--- src/hw/cssc_defs.svh ---
`ifndef CSSC_DEFS_SVH
`define CSSC_DEFS_SVH

// Register byte offsets
`define CSSC_OFS_FORCE 8'h0c
`define CSSC_OFS_CTRL 8'h10
`define CSSC_OFS_STATUS 8'h14

// Socket control fields
`define CSSC_CTRL_RESET 32'h0000_0400
`define CSSC_BIT_ACTIVITY 11
`define CSSC_BIT_STDCAP 10
`define CSSC_BIT_VIDEN 9
`define CSSC_BIT_CLKSEL 7
`define CSSC_MAIN_LSB 4
`define CSSC_PROG_LSB 0

// Force register fields
`define CSSC_BIT_INTERROGATE 14
`define CSSC_FORCE_MSB 13
`define CSSC_FORCE_LSB 10

// Status register fields
`define CSSC_BIT_PWREN 0
`define CSSC_BIT_REFUSED 1
`define CSSC_BIT_CLKSTOP 2
`define CSSC_MAINGR_LSB 8
`define CSSC_PROGGR_LSB 12

// Supply codes, main supply
`define CSSC_VCC_OFF 3'b000
`define CSSC_VCC_5V 3'b010
`define CSSC_VCC_3V3 3'b011
`define CSSC_VCC_X 3'b100
`define CSSC_VCC_Y 3'b101

// Supply codes, programming supply
`define CSSC_VPP_OFF 3'b000
`define CSSC_VPP_12V 3'b001
`define CSSC_VPP_5V 3'b010
`define CSSC_VPP_3V3 3'b011
`define CSSC_VPP_X 3'b100
`define CSSC_VPP_Y 3'b101

// Idle clock count before a clock stop
`define CSSC_IDLE_CLOCKS 8
`define CSSC_CNT_W 8

`endif

--- src/hw/cssc_pkg.sv ---
`include "cssc_defs.svh"

package cssc_pkg;

  // Clock-run state
  typedef enum logic [1:0] {
    CSSC_CR_RUN = 2'b01,
    CSSC_CR_STOP = 2'b10
  } cssc_clk_state_t;

  // Whole state of the socket control block
  typedef struct packed {
    logic videoEn;
    logic clkStopSel;
    logic [2:0] mainReq;
    logic [2:0] progReq;
    logic pwrCtrlEn;
    logic interrogate;
    logic ack;
    logic [31:0] rdata;
    logic [`CSSC_CNT_W-1:0] idleCnt;
    cssc_clk_state_t clkState;
    logic [2:0] mainGrant;
    logic [2:0] progGrant;
    logic refused;
  } cssc_state_t;

  // Main supply code against card sense {Y,X,3V3,5V}
  function automatic logic csscVccAccepted(input logic [2:0] code, input logic [3:0] sense);
    case (code)
      `CSSC_VCC_5V: csscVccAccepted = sense[0];
      `CSSC_VCC_3V3: csscVccAccepted = sense[1];
      `CSSC_VCC_X: csscVccAccepted = sense[2];
      `CSSC_VCC_Y: csscVccAccepted = sense[3];
      default: csscVccAccepted = 1'b0;
    endcase
  endfunction : csscVccAccepted

  // Programming supply code against card sense
  function automatic logic csscVppAccepted(input logic [2:0] code, input logic [3:0] sense);
    case (code)
      `CSSC_VPP_12V: csscVppAccepted = 1'b1;
      `CSSC_VPP_5V: csscVppAccepted = sense[0];
      `CSSC_VPP_3V3: csscVppAccepted = sense[1];
      `CSSC_VPP_X: csscVppAccepted = sense[2];
      `CSSC_VPP_Y: csscVppAccepted = sense[3];
      default: csscVppAccepted = 1'b0;
    endcase
  endfunction : csscVppAccepted

endpackage : cssc_pkg

--- src/hw/cssc_supply_gate.sv ---
`timescale 1ns/1ps
`default_nettype none
`include "cssc_defs.svh"

module cssc_supply_gate
  import cssc_pkg::*;
(
  input wire logic [2:0] mainReq,
  input wire logic [2:0] progReq,
  input wire logic pwrCtrlEn,
  input wire logic cardIsCardBus,
  input wire logic [3:0] cardSense,
  output logic [2:0] mainGrant,
  output logic [2:0] progGrant,
  output logic refused
);

  logic [3:0] effSense;
  logic mainOk;
  logic progOk;

  // 16-bit cards take any defined level; card-bus cards only sensed ones and 12 V programming
  assign effSense = cardIsCardBus ? cardSense : 4'hf;
  assign mainOk = pwrCtrlEn & csscVccAccepted(mainReq, effSense);
  assign progOk = mainOk & csscVppAccepted(progReq, effSense);

  // Refused requests leave that supply off
  assign mainGrant = mainOk ? mainReq : `CSSC_VCC_OFF;
  assign progGrant = progOk ? progReq : `CSSC_VPP_OFF;
  assign refused = ((mainReq != `CSSC_VCC_OFF) & ~mainOk)
                 | ((progReq != `CSSC_VPP_OFF) & ~progOk);

endmodule : cssc_supply_gate
`default_nettype wire

--- src/hw/cssc_socket_ctrl.sv ---
`timescale 1ns/1ps
`default_nettype none
`include "cssc_defs.svh"

module cssc_socket_ctrl
  import cssc_pkg::*;
#(
  parameter int IDLE_CLOCKS = `CSSC_IDLE_CLOCKS
) (
  input wire logic clk,
  input wire logic rst_b,
  input wire logic [7:0] address,
  input wire logic read,
  input wire logic write,
  input wire logic [31:0] writedata,
  input wire logic [3:0] byteenable,
  output logic [31:0] readdata,
  output logic waitrequest,
  input wire logic cardIdle,
  input wire logic hostStopReq,
  input wire logic cardIsCardBus,
  input wire logic [3:0] cardSense,
  output logic cardClockStop,
  output logic videoPortEnable,
  output logic videoPortActivity,
  output logic [2:0] mainSupplyGrant,
  output logic [2:0] progSupplyGrant,
  output logic supplyRefused,
  output logic powerCtrlEnabled,
  output logic cardInterrogatePulse
);

  // Refuse counts the counter cannot hold
  if (IDLE_CLOCKS < 1 || IDLE_CLOCKS > 255) begin : gBadIdle
    $error("IDLE_CLOCKS must lie in 1..255");
  end

  localparam logic [`CSSC_CNT_W-1:0] IdleLast = `CSSC_CNT_W'(IDLE_CLOCKS - 1);

  cssc_state_t s_q;
  cssc_state_t s_d;
  logic [2:0] gateMain;
  logic [2:0] gateProg;
  logic gateRefused;
  logic wrAccept;
  logic rdFirst;
  logic idleReached;
  logic [31:0] ctrlWord;
  logic [31:0] statusWord;

  // Control word assembly; fixed bits are constants, not state
  function automatic logic [31:0] buildCtrl(input cssc_state_t st);
    logic [31:0] w;
    w = 32'h0000_0000;
    w[`CSSC_BIT_ACTIVITY] = st.videoEn;
    w[`CSSC_BIT_STDCAP] = 1'b1;
    w[`CSSC_BIT_VIDEN] = st.videoEn;
    w[`CSSC_BIT_CLKSEL] = st.clkStopSel;
    w[`CSSC_MAIN_LSB +: 3] = st.mainReq;
    w[`CSSC_PROG_LSB +: 3] = st.progReq;
    return w;
  endfunction : buildCtrl

  // Status word assembly
  function automatic logic [31:0] buildStatus(input cssc_state_t st);
    logic [31:0] w;
    w = 32'h0000_0000;
    w[`CSSC_BIT_PWREN] = st.pwrCtrlEn;
    w[`CSSC_BIT_REFUSED] = st.refused;
    w[`CSSC_BIT_CLKSTOP] = (st.clkState == CSSC_CR_STOP);
    w[`CSSC_MAINGR_LSB +: 3] = st.mainGrant;
    w[`CSSC_PROGGR_LSB +: 3] = st.progGrant;
    return w;
  endfunction : buildStatus

  assign ctrlWord = buildCtrl(s_q);
  assign statusWord = buildStatus(s_q);

  // Supply acceptance check
  cssc_supply_gate uGate (
    .mainReq(s_q.mainReq),
    .progReq(s_q.progReq),
    .pwrCtrlEn(s_q.pwrCtrlEn),
    .cardIsCardBus(cardIsCardBus),
    .cardSense(cardSense),
    .mainGrant(gateMain),
    .progGrant(gateProg),
    .refused(gateRefused)
  );

  // Bus handshake: one wait cycle, then accept
  assign waitrequest = (read | write) & ~s_q.ack;
  assign wrAccept = write & s_q.ack;
  assign rdFirst = read & ~s_q.ack;
  assign idleReached = cardIdle & (s_q.idleCnt >= IdleLast);

  // Next-state logic
  always_comb begin
    s_d = s_q;
    s_d.ack = (read | write) & ~s_q.ack;
    s_d.interrogate = 1'b0;
    // Read data captured in the wait cycle, unmapped reads give zero
    if (rdFirst) begin
      case (address)
        `CSSC_OFS_CTRL: s_d.rdata = ctrlWord;
        `CSSC_OFS_STATUS: s_d.rdata = statusWord;
        default: s_d.rdata = 32'h0000_0000;
      endcase
    end
    // Only writable fields take bus data
    if (wrAccept && address == `CSSC_OFS_CTRL) begin
      if (byteenable[0]) begin
        s_d.clkStopSel = writedata[`CSSC_BIT_CLKSEL];
        s_d.mainReq = writedata[`CSSC_MAIN_LSB +: 3];
        s_d.progReq = writedata[`CSSC_PROG_LSB +: 3];
      end
      if (byteenable[1]) begin
        s_d.videoEn = writedata[`CSSC_BIT_VIDEN];
      end
    end
    // Forcing sense disables power; interrogation wins and re-enables
    if (wrAccept && address == `CSSC_OFS_FORCE && byteenable[1]) begin
      if (|writedata[`CSSC_FORCE_MSB:`CSSC_FORCE_LSB]) begin
        s_d.pwrCtrlEn = 1'b0;
      end
      if (writedata[`CSSC_BIT_INTERROGATE]) begin
        s_d.pwrCtrlEn = 1'b1;
        s_d.interrogate = 1'b1;
      end
    end
    // Consecutive idle cycles, saturating
    if (!cardIdle) begin
      s_d.idleCnt = '0;
    end else if (s_q.idleCnt != {`CSSC_CNT_W{1'b1}}) begin
      s_d.idleCnt = s_q.idleCnt + `CSSC_CNT_W'(1);
    end
    // Clock-run decision
    case (s_q.clkState)
      CSSC_CR_RUN: begin
        if (idleReached && (s_q.clkStopSel || hostStopReq)) begin
          s_d.clkState = CSSC_CR_STOP;
        end
      end
      CSSC_CR_STOP: begin
        if (!cardIdle || (!s_q.clkStopSel && !hostStopReq)) begin
          s_d.clkState = CSSC_CR_RUN;
        end
      end
      default: s_d.clkState = CSSC_CR_RUN;
    endcase
    // Granted supplies held in flops
    s_d.mainGrant = gateMain;
    s_d.progGrant = gateProg;
    s_d.refused = gateRefused;
  end

  // State register
  always_ff @(posedge clk) begin
    if (!rst_b) begin
      s_q.videoEn <= 1'b0;
      s_q.clkStopSel <= 1'b0;
      s_q.mainReq <= `CSSC_VCC_OFF;
      s_q.progReq <= `CSSC_VPP_OFF;
      s_q.pwrCtrlEn <= 1'b1;
      s_q.interrogate <= 1'b0;
      s_q.ack <= 1'b0;
      s_q.rdata <= 32'h0000_0000;
      s_q.idleCnt <= '0;
      s_q.clkState <= CSSC_CR_RUN;
      s_q.mainGrant <= `CSSC_VCC_OFF;
      s_q.progGrant <= `CSSC_VPP_OFF;
      s_q.refused <= 1'b0;
    end else begin
      s_q <= s_d;
    end
  end

  // Outputs
  assign readdata = s_q.rdata;
  assign cardClockStop = (s_q.clkState == CSSC_CR_STOP);
  assign videoPortEnable = s_q.videoEn;
  assign videoPortActivity = ctrlWord[`CSSC_BIT_ACTIVITY];
  assign mainSupplyGrant = s_q.mainGrant;
  assign progSupplyGrant = s_q.progGrant;
  assign supplyRefused = s_q.refused;
  assign powerCtrlEnabled = s_q.pwrCtrlEn;
  assign cardInterrogatePulse = s_q.interrogate;

  // Checks
  logic rdCtrlDone;
  assign rdCtrlDone = read & ~waitrequest & (address == `CSSC_OFS_CTRL);

  AST_RESET_VALUE: assert property (@(posedge clk)
    $past(!rst_b) |-> ctrlWord == `CSSC_CTRL_RESET)
    else $error("control word not at reset value");

  AST_RSVD_ZERO: assert property (@(posedge clk) disable iff (!rst_b)
    rdCtrlDone |-> (readdata[31:12] == 20'h0_0000) && !readdata[8] && !readdata[3])
    else $error("reserved control bits read nonzero");

  AST_ACTIVITY: assert property (@(posedge clk) disable iff (!rst_b)
    rdCtrlDone |-> readdata[`CSSC_BIT_ACTIVITY] == readdata[`CSSC_BIT_VIDEN])
    else $error("activity readback disagrees with enable");

  AST_STD_CAP: assert property (@(posedge clk) disable iff (!rst_b)
    rdCtrlDone |-> readdata[`CSSC_BIT_STDCAP])
    else $error("model capability bit not set");

  AST_VIDEO_EN: assert property (@(posedge clk) disable iff (!rst_b)
    (wrAccept && address == `CSSC_OFS_CTRL && byteenable[1])
      |=> videoPortEnable == $past(writedata[`CSSC_BIT_VIDEN]) ##1 videoPortActivity == videoPortEnable)
    else $error("video enable not taken from write");

  AST_HOST_STOP: assert property (@(posedge clk) disable iff (!rst_b)
    ($rose(cardClockStop) && !$past(s_q.clkStopSel)) |-> $past(hostStopReq) && $past(cardIdle))
    else $error("clock stopped without host request and idle card");

  AST_AUTO_STOP: assert property (@(posedge clk) disable iff (!rst_b)
    (s_q.clkStopSel && cardIdle)[*8] |=> cardClockStop)
    else $error("clock not stopped after idle count");

  AST_MAIN_CODE: assert property (@(posedge clk) disable iff (!rst_b)
    mainSupplyGrant inside {`CSSC_VCC_OFF, `CSSC_VCC_5V, `CSSC_VCC_3V3, `CSSC_VCC_X, `CSSC_VCC_Y})
    else $error("reserved main supply code granted");

  AST_PROG_CODE: assert property (@(posedge clk) disable iff (!rst_b)
    progSupplyGrant[2:1] != 2'b11)
    else $error("reserved programming supply code granted");

  AST_ACCEPTED_LEVEL: assert property (@(posedge clk) disable iff (!rst_b)
    (mainSupplyGrant == `CSSC_VCC_5V && $past(cardIsCardBus)) |-> $past(cardSense[0]) && $past(powerCtrlEnabled))
    else $error("5 V granted to a card that does not accept it");

  AST_FORCE_OFF: assert property (@(posedge clk) disable iff (!rst_b)
    (wrAccept && address == `CSSC_OFS_FORCE && byteenable[1] && writedata[`CSSC_FORCE_LSB]
      && !writedata[`CSSC_BIT_INTERROGATE]) |=> !powerCtrlEnabled ##1 mainSupplyGrant == `CSSC_VCC_OFF)
    else $error("forced sense left power control on");

  AST_FIXED_BITS: assert property (@(posedge clk) disable iff (!rst_b)
    (wrAccept && address == `CSSC_OFS_CTRL)
      |=> (ctrlWord[31:12] == 20'h0_0000) && ctrlWord[10] && !ctrlWord[8] && !ctrlWord[3])
    else $error("write disturbed fixed control bits");

  // Byte lanes, read-only space and supply gating
  AST_LANE_ONE_ONLY: assert property (@(posedge clk) disable iff (!rst_b)
    (wrAccept && address == `CSSC_OFS_CTRL && !byteenable[1]) |=> $stable(videoPortEnable))
    else $error("video enable changed without its byte lane");

  AST_STATUS_READ_ONLY: assert property (@(posedge clk) disable iff (!rst_b)
    (wrAccept && address == `CSSC_OFS_STATUS) |=> $stable(ctrlWord) && $stable(powerCtrlEnabled))
    else $error("write to status space changed state");

  AST_ACCEPTED_3V3: assert property (@(posedge clk) disable iff (!rst_b)
    (mainSupplyGrant == `CSSC_VCC_3V3 && $past(cardIsCardBus))
      |-> $past(cardSense[1]) && $past(powerCtrlEnabled))
    else $error("3.3 V granted to a card that does not accept it");

  AST_PROG_NEEDS_MAIN: assert property (@(posedge clk) disable iff (!rst_b)
    (progSupplyGrant != `CSSC_VPP_OFF) |-> (mainSupplyGrant != `CSSC_VCC_OFF))
    else $error("programming supply granted without main supply");

  AST_REFUSED_FLAG: assert property (@(posedge clk) disable iff (!rst_b)
    ($past(s_q.mainReq) != `CSSC_VCC_OFF && mainSupplyGrant == `CSSC_VCC_OFF) |-> supplyRefused)
    else $error("refused main request not flagged");

  AST_GATED_OFF: assert property (@(posedge clk) disable iff (!rst_b)
    !$past(powerCtrlEnabled)
      |-> (mainSupplyGrant == `CSSC_VCC_OFF) && (progSupplyGrant == `CSSC_VPP_OFF))
    else $error("supply granted while power control disabled");

  AST_INTERROGATE: assert property (@(posedge clk) disable iff (!rst_b)
    (wrAccept && address == `CSSC_OFS_FORCE && byteenable[1] && writedata[`CSSC_BIT_INTERROGATE])
      |=> powerCtrlEnabled && cardInterrogatePulse)
    else $error("interrogation did not re-enable power control");

  AST_PULSE_SINGLE: assert property (@(posedge clk) disable iff (!rst_b)
    cardInterrogatePulse |=> !cardInterrogatePulse)
    else $error("interrogation pulse longer than one cycle");

  // Clock run never stops a busy card, and resumes on the cycle after the card turns busy
  AST_IDLE_BEFORE_STOP: assert property (@(posedge clk) disable iff (!rst_b)
    $rose(cardClockStop) |-> $past(cardIdle) && ($past(s_q.idleCnt) >= IdleLast))
    else $error("clock stopped before the idle count");

  AST_CLK_RESUME: assert property (@(posedge clk) disable iff (!rst_b)
    (cardClockStop && !cardIdle) |=> !cardClockStop)
    else $error("card clock held stopped while card busy");

  COV_AUTO_STOP: cover property (@(posedge clk) disable iff (!rst_b)
    s_q.clkStopSel && $rose(cardClockStop));
  COV_HOST_STOP: cover property (@(posedge clk) disable iff (!rst_b)
    !s_q.clkStopSel && $rose(cardClockStop));
  COV_REFUSED: cover property (@(posedge clk) disable iff (!rst_b) $rose(supplyRefused));
  COV_REENABLE: cover property (@(posedge clk) disable iff (!rst_b)
    !powerCtrlEnabled ##1 powerCtrlEnabled);
  COV_INTERROGATE: cover property (@(posedge clk) disable iff (!rst_b) cardInterrogatePulse);

endmodule : cssc_socket_ctrl
`default_nettype wire

--- config.mk ---
export PLATFORM = sky130hd
export DESIGN_NAME = cssc_socket_ctrl
export DESIGN_NICKNAME = d
export VERILOG_FILES = /design/src/hw/cssc_pkg.sv /design/src/hw/cssc_supply_gate.sv /design/src/hw/cssc_socket_ctrl.sv
export VERILOG_INCLUDE_DIRS = /design/src /design/src/hw
export SDC_FILE = /design/constraint.sdc
export NUM_CORES = 1
export LEC_CHECK = 0
export ABC_AREA = 1
export BUFFER_PORTS_ARGS = -buffer_cell sky130_fd_sc_hd__buf_2
export CAP_MARGIN = 0
export CORE_ASPECT_RATIO = 1.4
export CORE_MARGIN = 1
export CORE_UTILIZATION = 50
export DETAILED_ROUTE_END_ITERATION = 10
export PLACE_DENSITY = 0.89
export SKIP_LAST_GASP = 1
export SYNTH_ARGS = -nofsm -noshare
export SYNTH_HDL_FRONTEND = slang
export SYNTH_SLANG_ARGS = --single-unit
--- constraint.sdc ---
create_clock -name clk -period 4.3 [get_ports clk]
set_clock_uncertainty 0.2 [all_clocks]
set_input_delay 0.645 -clock clk [delete_from_list [all_inputs] [get_ports clk]]
set_output_delay 0.645 -clock clk [all_outputs]
set_load 0.01 [all_outputs]
# Word-level counts from Yosys, hierarchy flattened
# Index checks and enable logic that the tools add are counted.
# classes
addsub	1
magnitude_cmp	1
eq_ne	17
mux	9
n_bitwise	13
reduce_logical	22
# ops
operator	count
$pmux W15 S2	1
$eq A8 B5 Y1 const B	2
$reduce_and A2 Y1	8
$eq A3 B2 Y1 const B	4
$eq A3 B3 Y1 const B	4
$add A8 B1 Y8 const B	1
$and A1 B1 Y1	8
$eq A8 B4 Y1 const B	1
$ge A8 B3 Y1 const B	1
$ne A8 B8 Y1 const B	1
$mux W2	3
$reduce_bool A3 Y1	2
$logic_and A1 B1 Y1	5
$pmux W1 S5	1
$mux W4	1
$pmux W1 S4	1
$pmux W2 S2	1
$reduce_or A4 Y1	1
$eq A3 B1 Y1 const B	1
$logic_not A1 Y1	3
$not A1 Y1	3
$eq A2 B1 Y1 const B	1
$eq A2 B2 Y1 const B	1
$logic_or A1 B1 Y1	2
other kinds (5)	6
# totals
regBits	60
in_bits	55
out_inout_bits	45

# Depth between registers and ports, before layout
# logic_depth
word_depth	7
depth_mapped	9
mapped_depth_nobuf	9

# Modules after synthesis
# From an unflattened synthesis, not the netlist that was laid out.
# unflattened
hier_cells	358
hier_area_um2	2384.8
# modules_own_cells
mod	n_inst	cells_each	area_per_inst_um2
cssc_socket_ctrl	1	314	2189.6
cssc_supply_gate	1	44	195.2

# Worst setup path before layout
# No wires, ideal clock.
# synth_timing
path_kind	input to register
start	input address[1]
end	register, netlist name ctrlWord[0]
setup_time_ns	0.113
arrival_time_ns	1.531
required_time_ns	3.987
slack_ns	2.457
cell_stages	7
path_buffers	1
cell_sequence	nor2_2 > nand2_2 > nor3_4 > nand3_4 > buf_6 > nor2_1 > nor2_1
# synth_via
elab_chain_len	3
# synth_rtl
element	line	rtl
start: declaration	cssc_socket_ctrl.sv:12	input wire logic [7:0] address,
$eq A8 B5 Y1	--	
$logic_and A1 B1 Y1 (no line)	--	
$reduce_and A2 Y1 (no line)	--	
# Every way passes these cells.
# A chain may end at the register's enable or synchronous reset.

# Worst setup path after layout
# layout_timing
start	input read
end	output waitrequest
# layout_via
elab_chain_len	2
# layout_rtl
element	line	rtl
start: declaration	cssc_socket_ctrl.sv:13	input wire logic read,
$or A1 B1 Y1	cssc_socket_ctrl.sv:92	assign waitrequest = (read | write) & ~s_q.ack;
$and A1 B1 Y1	cssc_socket_ctrl.sv:92	
end: declaration	cssc_socket_ctrl.sv:18	output logic waitrequest,
# Every way passes these cells.

==> results.cfg <==
[status]
status = finished with violations
failed_checks = DRC

[setup_path]
critical_path.max_stage_delay_ns = 0.14
worstPathArrival_ns = 1.07
critPathKind = in -> out
critPathSlowestCell = sky130_fd_sc_hd__nor2_1
endpoint_kind = output port
cp_max_fo = 2
path_delay_family = buffers and inverters
cp.required_ns = 3.45
crit_chain = buf_2 -> nor2_1 -> nor2_1 -> buf_2
startpoint_type = primary input
worstPathBufferInverterCount = 2

[routing]
detail-route-antenna-nets = 0
wl_per_cell_um = 11.7
drt-pass1-iter-count = 7
drt-total-wl_um = 4570
route.vias.total = 1903
route.detailed.drc = 5
routed_via_density = 4.89
drt_first_iter_violations = 87

[timing]
timing.final.setup_violations = 0
finalMaxSlewViolations = 0
relSlewSlack_pct = 59.7
fin_crit_ns = 1.91
setup_total_negative_slack_ns = 0
max_freq_mhz = 522
timing_worst_slew_pin_value_ns = 0.603
grt_setup_unrepaired = false
final_hold_viol_count = 0
min_period_over_period_pct = 44.5

[layout]
area_growth_syn_to_layout_pct = 9.45
layout.cell_area.non_filler_sq_um = 2350
antenna_cells_inserted = 0
final_layout_size_suffix_gt1_share_pct = 21.4
finalNetCount = 401

[clocking]
post_cts_buffers = 0
cts.hold.buffers_added = 0
number_of_h_tree_branching_levels = 2
cts_tree = yes
clkLatencyLatePin_ns = 0.30
numCtsBuffers = 5
post_cts_resize_count = 0
clk_pin_slew_worst_paths_ns = 0.08
ctsLongestPathBuffers = 2
clock_sink_count = 42
cts.root.buffer_cell = sky130_fd_sc_hd__clkbuf_8

[power]
power_switching_share_pct = 24.0
power_report.internal_total_w = 0.000599
irDropWorstVdd_mv = 0.257
comb_pwr_share_pct = 9.6
switchingPower_w = 0.000189
total_leakage_power_nw = 1.22
totalPowerFinal_w = 0.000788
powerDensity_nw_per_um2 = 336
clock_power_share_pct = 39.3
power_frac_seq_pct = 51.0

[global_routing]
grt.overflow.total = 0
grt_max_degree = 21
globalRouteTotalUtil_pct = 21.0
grt_pass1_vias = 1856
antenna_found_initial = 0
grt_pass1_wl_um = 7510

[yosys]
synth_largest_area_cell = sky130_fd_sc_hd__dfxtp_1
async_reset_ff_share_pct = 0
synth_enable_flop_cells = 0
synth.ff_latch_count = 42
netlist_top_cells_area = sky130_fd_sc_hd__dfxtp_1, sky130_fd_sc_hd__buf_4, sky130_fd_sc_hd__nand2_1, sky130_fd_sc_hd__nor2_1, sky130_fd_sc_hd__nand3_1
synth_top_area_share_pct = 39.2
synth_warnings = 0
synth_area_per_cell_sq_um = 7.04
postSynthCellCount = 305
yosys_most_used_dff = sky130_fd_sc_hd__dfxtp_1
netlist_area_sq_um = 2150
synth_sequential_area_ratio_pct = 39.2
synthDistinctLibCells = 25

[floorplanning]
design.portCount = 100
core_area_sq_um = 4020
die_y_um = 79.5
num_rows = 27
starting_density_pct = 53.4
floorplan.die_area_sq_um = 4560
die_w_um = 57.4

[place]
port-buffer-count = 60
estimated_wirelength_of_the_detail_placed_design_um = 3410
gpl.final_weighted_congestion = 0.873
total_cell_area_at_the_placement_stage_sq_um = 2240

[run]
maxCapViolCount = 0

[worst_hold_path]
min-delay-path-class = reg -> reg
## cells by family (layout without fill, tap and decap cells)
kind of cell | after synthesis | in the layout | share of synthesized area, %
and+or+nand+nor | 163 | 163 | 33.2
buffers and inverters | 72 | 96 | 20.1
DFF | 42 | 42 | 39.2
AOI/OAI and AO/OA | 22 | 22 | 5.13
xor gates and xnor gates | 4 | 4 | 1.63
adders and majority gates | 1 | 1 | 0.583
other | 1 | 18 | 0.175
## power groups by stage
| stage | combinational [W] | clock [W] | sequential, W |
|---|---|---|---|
| floorplan | 0.0000638 | 0 | 0.000411 |
| global placement | 0.0000725 | 0 | 0.000411 |
| detailed placement | 0.0000749 | 0 | 0.000412 |
| CTS | 0.0000756 | 0.000310 | 0.000402 |
| global route | 0.0000860 | 0.000324 | 0.000404 |
| finish | 0.0000758 | 0.000310 | 0.000402 |
## flip-flops by register name, summed over array words and instances (netlist names)
name,flops
videoPortActivity,1
supplyRefused,1
powerCtrlEnabled,1
progSupplyGrant,3
readdata,14
mainSupplyGrant,3
cardInterrogatePulse,1
ctrlWord,7
s_q,11
## layout make-up
type	instances	area (sq um)
clock inverters	1	30.0
flip-flops and latches	42	841
clock buffers	7	76.3
well taps	43	53.8
fillers	381	1670
inverters	27	101
multi-input cells	208	938
repair buffers	61	308
## layer usage
metal / GRT usage [%] / part of all wire (%) / up-vias
met2: 37.1 / 52 / 62
met3: 4.86 / 5.6 / 17
met5: 0 / 0 / -
met4: 11.5 / 3.2 / 0
li1: - / - / 984
met1: 22.7 / 40 / 840
## synthesized netlist by cell type, drive strengths merged (2+ instances only)
cell type / number
nor2: 58
inv: 26
xnor2: 2
o21ai: 11
nand4: 2
dfxtp: 42
nand3: 33
nand2: 57
clkbuf: 2
a21oi: 11
nor3: 11
buf: 43
xor2: 2
## worst reg2reg max path: stages (launching register included)
cell,delay (ns)
sky130_fd_sc_hd__dfxtp_1,0.37
sky130_fd_sc_hd__ha_1,0.18
sky130_fd_sc_hd__nand2_1,0.11
sky130_fd_sc_hd__nor3_1,0.51
sky130_fd_sc_hd__inv_1,0.17
sky130_fd_sc_hd__nor2_1,0.13
sky130_fd_sc_hd__nor2_1,0.05
## metrics by stage
step / utilization [%] / hold slack, ns / worst slack, ns / std cells
global route: 58.4 / 0.293 / 2.23 / 389
floorplan: - / 0.244 / 2.46 / 322
CTS: 58.4 / 0.269 / 2.38 / 389
detailed placement: 55.8 / 0.257 / 2.15 / 381
finish: 58.4 / 0.269 / 2.39 / 389
global placement: 55.8 / 0.253 / 2.17 / 381
## cells in the final DEF, fill, tap and decap left out, drive strengths merged, types with 2 or more instances in the layout
cell type	count
xnor2	2
clkbuf	7
nor3	11
xor2	2
buf	61
nand4	2
dfxtp	42
a21oi	11
inv	26
nor2	58
conb	18
o21ai	11
nand2	57
nand3	33
## final timing paths
| path | startpoint | to | slack, ns | cells past startpoint |
|---|---|---|---|---|
| worst max-delay path | read | waitrequest | 2.39 | 4 |
| worst min-delay path | readdata[8] | readdata[8] | 0.27 | 2 |
| worst max register to register | s_q[9] | s_q[10] | 2.48 | 6 |
| worst min register to register | readdata[8] | readdata[8] | 0.27 | 2 |
Note: power is estimated with default switching activity, not from simulation.
